[config.mk]
export PLATFORM = sky130hd
export DESIGN_NAME = jla_host
export DESIGN_NICKNAME = d
export VERILOG_FILES = /design/src/core/jla_pkg.sv /design/src/core/jla_lmfc.sv /design/src/core/jla_syncword.sv /design/src/core/jla_host.sv
export SDC_FILE = /design/constraint.sdc
export NUM_CORES = 1
export LEC_CHECK = 0
export ABC_AREA = 1
export CAP_MARGIN = 20
export CORE_ASPECT_RATIO = 1.4
export CORE_MARGIN = 2
export CORE_UTILIZATION = 55
export CTS_CLUSTER_SIZE = 10
export DETAILED_ROUTE_END_ITERATION = 10
export DONT_BUFFER_PORTS = 1
export PLACE_DENSITY = 0.73
export SLEW_MARGIN = 25
export SYNTH_ARGS = -nofsm -noshare
export SYNTH_HDL_FRONTEND = slang
export SYNTH_SLANG_ARGS = --single-unit
[constraint.sdc]
create_clock -name core_clk -period 2.16 [get_ports core_clk]
set_input_delay 0.108 -clock core_clk [delete_from_list [all_inputs] [get_ports core_clk]]
set_output_delay 0.108 -clock core_clk [all_outputs]
set_load 0.005 [all_outputs]
[src/core/jla_pkg.sv]
// constants and types for the link alignment host controller
package jla_pkg;
  // last block index of a 32-block multiblock
  localparam logic [4:0] MB_LAST = 5'h1f;
  // sync word tail that closes a multiblock
  localparam logic [4:0] EOMB_PATTERN = 5'h01;
  // good multiblocks in a row before sync word lock
  localparam logic [2:0] SW_LOCK_COUNT = 3'h4;
  // consecutive comma characters that end code group sync
  localparam logic [2:0] CGS_K_COUNT = 3'h4;
  // sync_n low cycles for one error report
  localparam logic [1:0] ERR_PULSE_LEN = 2'h2;
  // core cycles per phase step, minus one
  localparam logic [1:0] STEP_DIV_LAST = 2'h3;
  // least number of phase steps per multiframe or multiblock
  localparam logic [7:0] RBD_MIN_STEPS = 8'h10;
  // the only subclass allowed in 64b/66b mode
  localparam logic [1:0] SUBCLASS_1 = 2'h1;

  typedef enum logic [2:0] {
    ST_IDLE,
    ST_ALIGN,
    ST_CGS,
    ST_SYNCWAIT,
    ST_HDR,
    ST_CHECK,
    ST_UP,
    ST_FAULT
  } jla_state_t;
endpackage

[src/core/jla_lmfc.sv]
// local multiframe / extended multiblock phase counter aligned to sysref
`timescale 1ns/100ps
module jla_lmfc (
  // clock and reset
  input wire logic core_clk,
  input wire logic rst,
  // control
  input wire logic clear,
  input wire logic step_en,
  input wire logic sysref,
  input wire logic [7:0] period,
  input wire logic [7:0] rbd,
  // phase outputs
  output logic boundary,
  output logic rel_pulse,
  output logic aligned
);
  typedef struct packed {
    logic [7:0] cnt;
    logic sysref_d;
    logic aligned;
    logic boundary;
    logic rel;
  } jla_lmfc_st_t;

  jla_lmfc_st_t st;
  jla_lmfc_st_t next_st;
  logic [7:0] period_eff;
  logic [7:0] rbd_eff;
  logic [7:0] cnt_inc;
  logic sysref_rise;

  always_comb begin
    period_eff = (period < jla_pkg::RBD_MIN_STEPS) ?
                 jla_pkg::RBD_MIN_STEPS : period; // [RULE_09]
    rbd_eff = (rbd < period_eff) ? rbd : period_eff - 8'h01; // [RULE_08]
    cnt_inc = (st.cnt >= period_eff - 8'h01) ? 8'h00 : st.cnt + 8'h01;
    sysref_rise = sysref && !st.sysref_d;
    next_st = st;
    next_st.sysref_d = sysref;
    next_st.boundary = 1'b0;
    next_st.rel = 1'b0;
    if (clear) begin
      next_st.aligned = 1'b0;
      next_st.cnt = 8'h00;
    end else if (sysref_rise) begin
      // sysref restarts the phase at a boundary
      next_st.cnt = 8'h00; // [RULE_05]
      next_st.aligned = 1'b1;
      next_st.boundary = 1'b1; // [RULE_03]
      next_st.rel = (rbd_eff == 8'h00);
    end else if (step_en) begin
      next_st.cnt = cnt_inc;
      next_st.boundary = (cnt_inc == 8'h00); // [RULE_03]
      next_st.rel = (cnt_inc == rbd_eff); // [RULE_08]
    end
  end

  always_ff @(posedge core_clk) begin
    if (rst) begin
      st <= '0;
    end else begin
      st <= next_st;
    end
  end

  assign boundary = st.boundary;
  assign rel_pulse = st.rel;
  assign aligned = st.aligned;
endmodule

[src/core/jla_syncword.sv]
// 64b/66b sync header collector and multiblock lock
`timescale 1ns/100ps
module jla_syncword (
  // clock and reset
  input wire logic core_clk,
  input wire logic rst,
  // control
  input wire logic enable,
  // decoded sync header bits, one per block
  input wire logic hdr_valid,
  input wire logic hdr_bit,
  // sync word out
  output logic [31:0] word,
  output logic word_valid,
  output logic locked,
  output logic lock_err
);
  typedef struct packed {
    logic [31:0] shift;
    logic [31:0] word;
    logic [4:0] cnt;
    logic [2:0] good;
    logic locked;
    logic word_valid;
    logic err;
  } jla_sw_st_t;

  jla_sw_st_t st;
  jla_sw_st_t next_st;
  logic [31:0] shift_in;
  logic tail_ok;

  always_comb begin
    shift_in = {st.shift[30:0], hdr_bit}; // [RULE_10]
    tail_ok = (shift_in[4:0] == jla_pkg::EOMB_PATTERN); // [RULE_11]
    next_st = st;
    next_st.word_valid = 1'b0;
    next_st.err = 1'b0;
    if (!enable) begin
      next_st.locked = 1'b0;
      next_st.good = 3'h0;
      next_st.cnt = 5'h00;
    end else if (hdr_valid) begin
      next_st.shift = shift_in;
      if (!st.locked) begin
        // hunt for a tail that repeats every 32 blocks
        if (tail_ok) begin
          next_st.cnt = 5'h00;
          if (st.cnt == jla_pkg::MB_LAST && st.good != 3'h0) begin // [RULE_02]
            next_st.good = st.good + 3'h1;
            next_st.locked = (st.good + 3'h1 == jla_pkg::SW_LOCK_COUNT);
          end else begin
            next_st.good = 3'h1;
          end
        end else begin
          next_st.cnt = st.cnt + 5'h01;
        end
      end else begin
        next_st.cnt = st.cnt + 5'h01;
        if (st.cnt == jla_pkg::MB_LAST) begin // [RULE_02]
          next_st.word = shift_in; // [RULE_10]
          next_st.word_valid = 1'b1;
          if (!tail_ok) begin
            next_st.err = 1'b1;
            next_st.locked = 1'b0;
            next_st.good = 3'h0;
          end
        end
      end
    end
  end

  always_ff @(posedge core_clk) begin
    if (rst) begin
      st <= '0;
    end else begin
      st <= next_st;
    end
  end

  assign word = st.word;
  assign word_valid = st.word_valid;
  assign locked = st.locked;
  assign lock_err = st.err;
endmodule

[src/core/jla_host.sv]
// host-side JESD link bring-up and alignment controller
// Contract
// [RULE_01] device line-codes octets into 10b or 66b
// [RULE_02] multiblock holds 32 blocks of 8 octets
// [RULE_03] local multiframe clock marks multiframe boundaries
// [RULE_04] extended multiblock clock marks extended multiblocks
// [RULE_05] multiframe clocks align to external sysref
// [RULE_06] device matches extended multiblock phase to ours
// [RULE_07] 64b/66b mode allows only subclass 1
// [RULE_08] release delay adjustment at most 255 steps
// [RULE_09] at least 16 steps per multiframe
// [RULE_10] 32 header bits form one sync word
// [RULE_11] sync word carries pilot, crc, fec, commands
// [RULE_12] 8b/10b uses sync line for sync, errors
// [RULE_13] 64b/66b syncs in-band, errors left upstream
// [RULE_14] device optionally scrambles and descrambles octets
// [RULE_15] device transport maps samples to octets
// [RULE_16] device lanes run up to 24.33 Gbps
// [RULE_17] initial calibrations finish before link bring-up
// [RULE_18] check elastic buffer depth after link up
// [RULE_19] each device framer has its own sync
// [RULE_20] line coding mode changes only while down
`timescale 1ns/100ps
module jla_host (
  // clock and reset
  input wire logic core_clk,
  input wire logic rst,
  // static link configuration
  input wire logic cfg_mode_c,
  input wire logic [1:0] cfg_subclass,
  input wire logic [7:0] cfg_period,
  input wire logic [7:0] cfg_rbd,
  input wire logic [7:0] cfg_depth_min,
  input wire logic [7:0] cfg_depth_max,
  // bring-up control
  input wire logic link_enable,
  input wire logic cal_done,
  input wire logic sysref,
  // 8b/10b character status from the lane decoder
  input wire logic rx_char_valid,
  input wire logic rx_char_k285,
  input wire logic rx_char_err,
  // 64b/66b decoded sync headers
  input wire logic rx_hdr_valid,
  input wire logic rx_hdr_bit,
  // elastic buffer fill level
  input wire logic [7:0] buf_depth,
  // sync line to the device framer
  output logic sync_n,
  // phase and release
  output logic lmfc_edge,
  output logic buf_release,
  // sync word stream
  output logic [31:0] sync_word,
  output logic sync_word_valid,
  // status
  output logic link_up,
  output logic cfg_err,
  output logic depth_ok,
  output logic depth_err
);
  typedef struct packed {
    jla_pkg::jla_state_t state;
    logic mode_c;
    logic [2:0] kcnt;
    logic [1:0] errcnt;
    logic [1:0] div;
    logic step_en;
    logic sync_n;
    logic link_up;
    logic cfg_err;
    logic depth_ok;
    logic depth_err;
  } jla_host_st_t;

  jla_host_st_t st;
  jla_host_st_t next_st;
  logic lm_clear;
  logic lm_edge;
  logic lm_rel;
  logic lm_aligned;
  logic sw_enable;
  logic sw_locked;
  logic sw_err;
  logic depth_in_range;
  logic sync_req;

  // one phase counter serves as multiframe or extended multiblock clock
  jla_lmfc u_lmfc (
    .core_clk(core_clk),
    .rst(rst),
    .clear(lm_clear),
    .step_en(st.step_en),
    .sysref(sysref),
    .period(cfg_period),
    .rbd(cfg_rbd),
    .boundary(lm_edge),
    .rel_pulse(lm_rel),
    .aligned(lm_aligned)
  );

  jla_syncword u_syncword (
    .core_clk(core_clk),
    .rst(rst),
    .enable(sw_enable),
    .hdr_valid(rx_hdr_valid),
    .hdr_bit(rx_hdr_bit),
    .word(sync_word),
    .word_valid(sync_word_valid),
    .locked(sw_locked),
    .lock_err(sw_err)
  );

  always_comb begin
    lm_clear = (st.state == jla_pkg::ST_IDLE);
    sw_enable = st.mode_c && (st.state == jla_pkg::ST_HDR ||
                              st.state == jla_pkg::ST_CHECK ||
                              st.state == jla_pkg::ST_UP);
    depth_in_range = (buf_depth >= cfg_depth_min) &&
                     (buf_depth <= cfg_depth_max);
  end

  always_comb begin
    next_st = st;
    next_st.step_en = 1'b0;
    // phase step divider
    if (st.div == jla_pkg::STEP_DIV_LAST) begin
      next_st.div = 2'h0;
      next_st.step_en = 1'b1;
    end else begin
      next_st.div = st.div + 2'h1;
    end
    // an error report runs to its end even if the link drops
    if (st.errcnt != 2'h0) begin
      next_st.errcnt = st.errcnt - 2'h1;
    end
    if (!link_enable && st.state != jla_pkg::ST_IDLE) begin
      next_st.state = jla_pkg::ST_IDLE;
      next_st.link_up = 1'b0;
      next_st.cfg_err = 1'b0;
      next_st.depth_ok = 1'b0;
      next_st.depth_err = 1'b0;
    end else begin
      unique case (st.state)
        jla_pkg::ST_IDLE: begin
          if (link_enable && cal_done) begin // [RULE_17]
            next_st.mode_c = cfg_mode_c; // [RULE_20]
            if (cfg_mode_c && cfg_subclass != jla_pkg::SUBCLASS_1) begin
              next_st.state = jla_pkg::ST_FAULT; // [RULE_07]
              next_st.cfg_err = 1'b1;
            end else begin
              next_st.state = jla_pkg::ST_ALIGN;
            end
          end
        end
        jla_pkg::ST_ALIGN: begin
          // wait for sysref to fix the phase reference
          if (lm_aligned) begin // [RULE_05]
            next_st.kcnt = 3'h0;
            next_st.state = st.mode_c ? jla_pkg::ST_HDR : jla_pkg::ST_CGS;
          end
        end
        jla_pkg::ST_CGS: begin
          if (rx_char_valid) begin
            if (rx_char_k285 && !rx_char_err) begin
              if (st.kcnt == jla_pkg::CGS_K_COUNT - 3'h1) begin
                next_st.state = jla_pkg::ST_SYNCWAIT; // [RULE_12]
              end else begin
                next_st.kcnt = st.kcnt + 3'h1;
              end
            end else begin
              next_st.kcnt = 3'h0;
            end
          end
        end
        jla_pkg::ST_SYNCWAIT: begin
          // sync is released on a multiframe boundary
          if (lm_edge) begin // [RULE_03]
            next_st.state = jla_pkg::ST_CHECK;
          end
        end
        jla_pkg::ST_HDR: begin
          if (sw_locked) begin // [RULE_13]
            next_st.state = jla_pkg::ST_CHECK;
          end
        end
        jla_pkg::ST_CHECK: begin
          // sample the buffer fill at the first release point
          if (lm_rel) begin // [RULE_08]
            next_st.link_up = 1'b1;
            next_st.depth_ok = depth_in_range; // [RULE_18]
            next_st.depth_err = !depth_in_range;
            next_st.state = jla_pkg::ST_UP;
          end
        end
        jla_pkg::ST_UP: begin
          if (st.mode_c) begin
            // lost multiblock lock: hunt again, no error on the sync line
            if (sw_err) begin // [RULE_13]
              next_st.link_up = 1'b0;
              next_st.state = jla_pkg::ST_HDR;
            end
          end else if (rx_char_valid && rx_char_err) begin
            next_st.errcnt = jla_pkg::ERR_PULSE_LEN; // [RULE_12]
          end
        end
        jla_pkg::ST_FAULT: begin
        end
      endcase
    end
    sync_req = (next_st.state == jla_pkg::ST_CGS) ||
               (next_st.state == jla_pkg::ST_SYNCWAIT) ||
               (next_st.errcnt != 2'h0);
    next_st.sync_n = next_st.mode_c || !sync_req; // [RULE_12] [RULE_13]
  end

  always_ff @(posedge core_clk) begin
    if (rst) begin
      st <= '0;
      st.sync_n <= 1'b1;
    end else begin
      st <= next_st;
    end
  end

  assign sync_n = st.sync_n;
  assign lmfc_edge = lm_edge;
  assign buf_release = lm_rel;
  assign link_up = st.link_up;
  assign cfg_err = st.cfg_err;
  assign depth_ok = st.depth_ok;
  assign depth_err = st.depth_err;
endmodule

==> impl_metrics.ini <==
[worst_setup_path]
crit_fanout = 8
crit_type = in2reg
regToRegSetupSlack_ps = 80
required_ps = 2390
rr_endpoint = u_lmfc.rel_pulse
worst_setup_path_start_kind = input pin
r2r_cells = 12
reg2reg_from = u_lmfc.st[9]
arrival_ps = 2490
endpoint_kind = register

[timing]
finClkSkew_ps = 8.159
drv_slew = 0
timing.final.ws_setup_ps = -100.1
setup_violations = 2
max_slew_margin_pct = 68.74
worst_pin_slew_ps = 464.6
rsz0062_at_grt = true
max_freq_ghz = 0.4425
period_share_pct = 104.6
min_period_ps = 2260
hold_viol_final = 0

[routing]
avgViaCountPerCell = 5.357
firstDrtPassIters = 4
drtIter0Drc = 224
wl_per_cell_um = 14.47
dr_total_vias = 4977
drc = 0
ant_nets = 0
routed_wl_mm = 13.44

[worst_hold_path]
hold_path.class = in2reg
hold_end = u_syncword.st[8]
min-delay-start = rx_hdr_valid
whs_path_depth = 3

[clock_network]
cts.clk_slew.worst_paths_ps = 60
clock_latency_ps = 340
tritoncts.num_buffers = 9
htreeDepth = 3
cts.sinks = 103
root_buffer = clkbuf_16
cts_tree = yes
cts_buffer_depth = 2

[final_layout]
fin_nets = 884
regArea_um2 = 2062
drive_gt1_share_pct = 16.12
num-fill-cells = 879
areaGrowthSynthToFinish_pct = 14.71
multi_input_area_um2 = 2957
instances_no_fill = 929
diodes = 0

[global_routing]
grt_pass1_wl_mm = 21.45
grt_overflow = 0
grt_pass1_vias = 4791
antenna_found_initial = 0
grt_max_degree = 47
grt_usage_pct = 24.80

[pwr]
p_int_w = 0.003043
p_seq_share_pct = 48.2
peakVddDrop_uv = 525.0
switchingPower_w = 0.001005
power_frac_clock_pct = 37.8
power_w = 0.004049
swShare_pct = 24.83
p_comb_share_pct = 14.0
powerDensity_nw_per_um2 = 632.6
p_leak_nw = 2.824

[floorplanning]
placementRows = 43
dieWidth_um = 89.12
dieArea_um2 = 10980
die_h_um = 123.2
coreArea_um2 = 9899
initial_utilization_pct = 56.36
num_io_pins = 93

[synthesis]
syn_area_per_cell_um2 = 7.274
syn_nets = 861
synth.ff_latch_count = 103
synth_cell_type_count = 42
postSynthCellCount = 767
yosys_warnings = 0
yosysSeqAreaShare_pct = 36.96
syn-cell-area_um2 = 5579

[run_status]
violations = setup timing
status = complete, but fails checks

[placed_design]
port_buffers = 0
hpwl_mm = 9.547
place_congestion = 0.8512
dp_cells = 877

[run]
max_cap_violations = 0
## synthesized netlist by cell type, drive strengths merged
library cell / number / area share [%]
a21o: 1 / 0.13
nand4: 10 / 1.1
xor2: 10 / 1.6
o2111ai: 1 / 0.16
ha: 41 / 9.2
a21oi: 74 / 6.6
o21a: 2 / 0.27
inv: 101 / 6.8
nand2: 125 / 8.8
o21ai: 52 / 4.7
a31oi: 2 / 0.22
a32o: 1 / 0.18
buf: 42 / 5.7
nor3: 10 / 0.99
nor2: 103 / 7.2
or2: 1 / 0.11
o311ai: 1 / 0.16
dfxtp: 103 / 37
nor4: 4 / 0.45
a21boi: 2 / 0.27
nand3: 38 / 3.5
o211ai: 2 / 0.27
xnor2: 1 / 0.16
clkbuf: 15 / 1.0
a211oi: 18 / 2.4
nor4b: 1 / 0.16
and3: 1 / 0.11
a41oi: 1 / 0.16
nor3b: 1 / 0.13
clkinv: 1 / 0.067
nand3b: 2 / 0.27
## stage by stage
stage	worst slack, ps	cell area, um^2	util, %	hold slack (ps)	setup TNS (ps)
after floorplan	-46.44	5644	-	232.9	-85.54
after global placement	-288.7	5677	57.34	187.4	-703.6
after detailed placement	-399.2	5677	57.34	192.4	-1587
after CTS	3.042	6248	63.12	5.402	0
after global routing	-290.1	6400	64.65	54.12	-845.8
final	-100.1	6400	64.65	11.00	-183.9
## critical path, stage by stage
cell and delay, ps:
nor2_4 110, nand2_4 120, nand2_4 120, ha_4 170
nand2_1 100, xor2_2 190, inv_1 80, ha_1 280
nand2_1 60, nor2_2 120, nand4_1 190, buf_4 190
nand4_1 190, nand3_1 100, nand2_1 70, nor2_1 40
nand3_1 80, nor2_1 50, nor2_1 80, nor2_1 40
## metal layers
layer  GRT usage [%]  share of wire [%]  vias to the layer above
met4           12.41                4.1                        0
li1                -                  -                     2524
met5               0                  0                        -
met3           4.406                3.9                       36
met2           45.74                 54                      140
met1           26.30                 38                     2277
## worst max path at each step
stage	endpoint	slack, ps	cells after the start	from
after CTS	u_lmfc.rel_pulse	3	20	cfg_period[5]
after global routing	u_lmfc.rel_pulse	-290	20	cfg_period[6]
after global placement	u_lmfc.rel_pulse	-290	20	cfg_period[6]
after detailed placement	u_lmfc.rel_pulse	-400	20	cfg_period[6]
final	u_lmfc.rel_pulse	-100	20	cfg_period[6]
after floorplan	u_lmfc.rel_pulse	-50	21	cfg_period[6]
## power by group through the flow
| stage | Clock [W] | Combinational [W] | Sequential, W |
|---|---|---|---|
| after CTS | 0.00156 | 0.000528 | 0.00195 |
| after global routing | 0.00163 | 0.000639 | 0.00196 |
| after detailed placement | 0 | 0.000457 | 0.00200 |
| after floorplan | 0 | 0.000358 | 0.00199 |
| after global placement | 0 | 0.000442 | 0.00200 |
| final | 0.00153 | 0.000567 | 0.00195 |
## registers in the layout (all words and copies together) (netlist names)
signal                 cells
u_lmfc.boundary            1
u_lmfc.st                  9
link_up                    1
u_lmfc.rel_pulse           1
u_syncword.word_valid      1
u_syncword.shift_in       31
u_syncword.locked          1
depth_ok                   1
cfg_err                    1
u_syncword.st              8
depth_err                  1
sync_n                     1
u_syncword.lock_err        1
u_syncword.word           32
u_lmfc.aligned             1
st                        12
## repair_timing
item | 4_1_cts | 5_1_grt
hold buffers | 7 | 0
pin swaps | 17 | 15
endpoints found under the hold margin | 51 | 0
setup endpoints to repair | 2 | 6
setup buffers | 23 | 7
gates resized for setup | 11 | 25
cloned | 0 | 0
## cell usage in the layout, fill, tap and decap left out, types with 6 or more instances in the layout
cell type / n
nand2_1: 116
dfxtp_1: 103
nor2_1: 92
inv_1: 91
a21oi_1: 71
buf_4: 62
o21ai_0: 47
ha_1: 40
nand3_1: 32
a211oi_1: 18
nand4_1: 10
inv_2: 10
nor2_4: 9
clkbuf_16: 9
nor3_1: 7
xor2_1: 6
dlygate4sd3_1: 6
## final cells by class
| class | count | area share, % |
|---|---|---|
| multi-input combinational | 505 | 46.20 |
| tap | 135 | 2.639 |
| clock buffer | 13 | 4.223 |
| clock inverter | 2 | 0.2151 |
| inverter | 102 | 5.982 |
| timing repair buffer | 69 | 8.524 |
| sequential | 103 | 32.22 |
## cell families after synthesis
kind of cell / count (synthesis) / share of synthesized area [%]
XOR/XNOR: 11 / 1.727
AO/OA/AOI/OAI: 157 / 15.61
flip-flops: 103 / 36.96
buffers and inverters: 159 / 13.61
AND/OR/NAND/NOR: 296 / 22.90
adder cells (fa/ha/maj): 41 / 9.195
No activity file was read; power rests on OpenSTA's default activity.
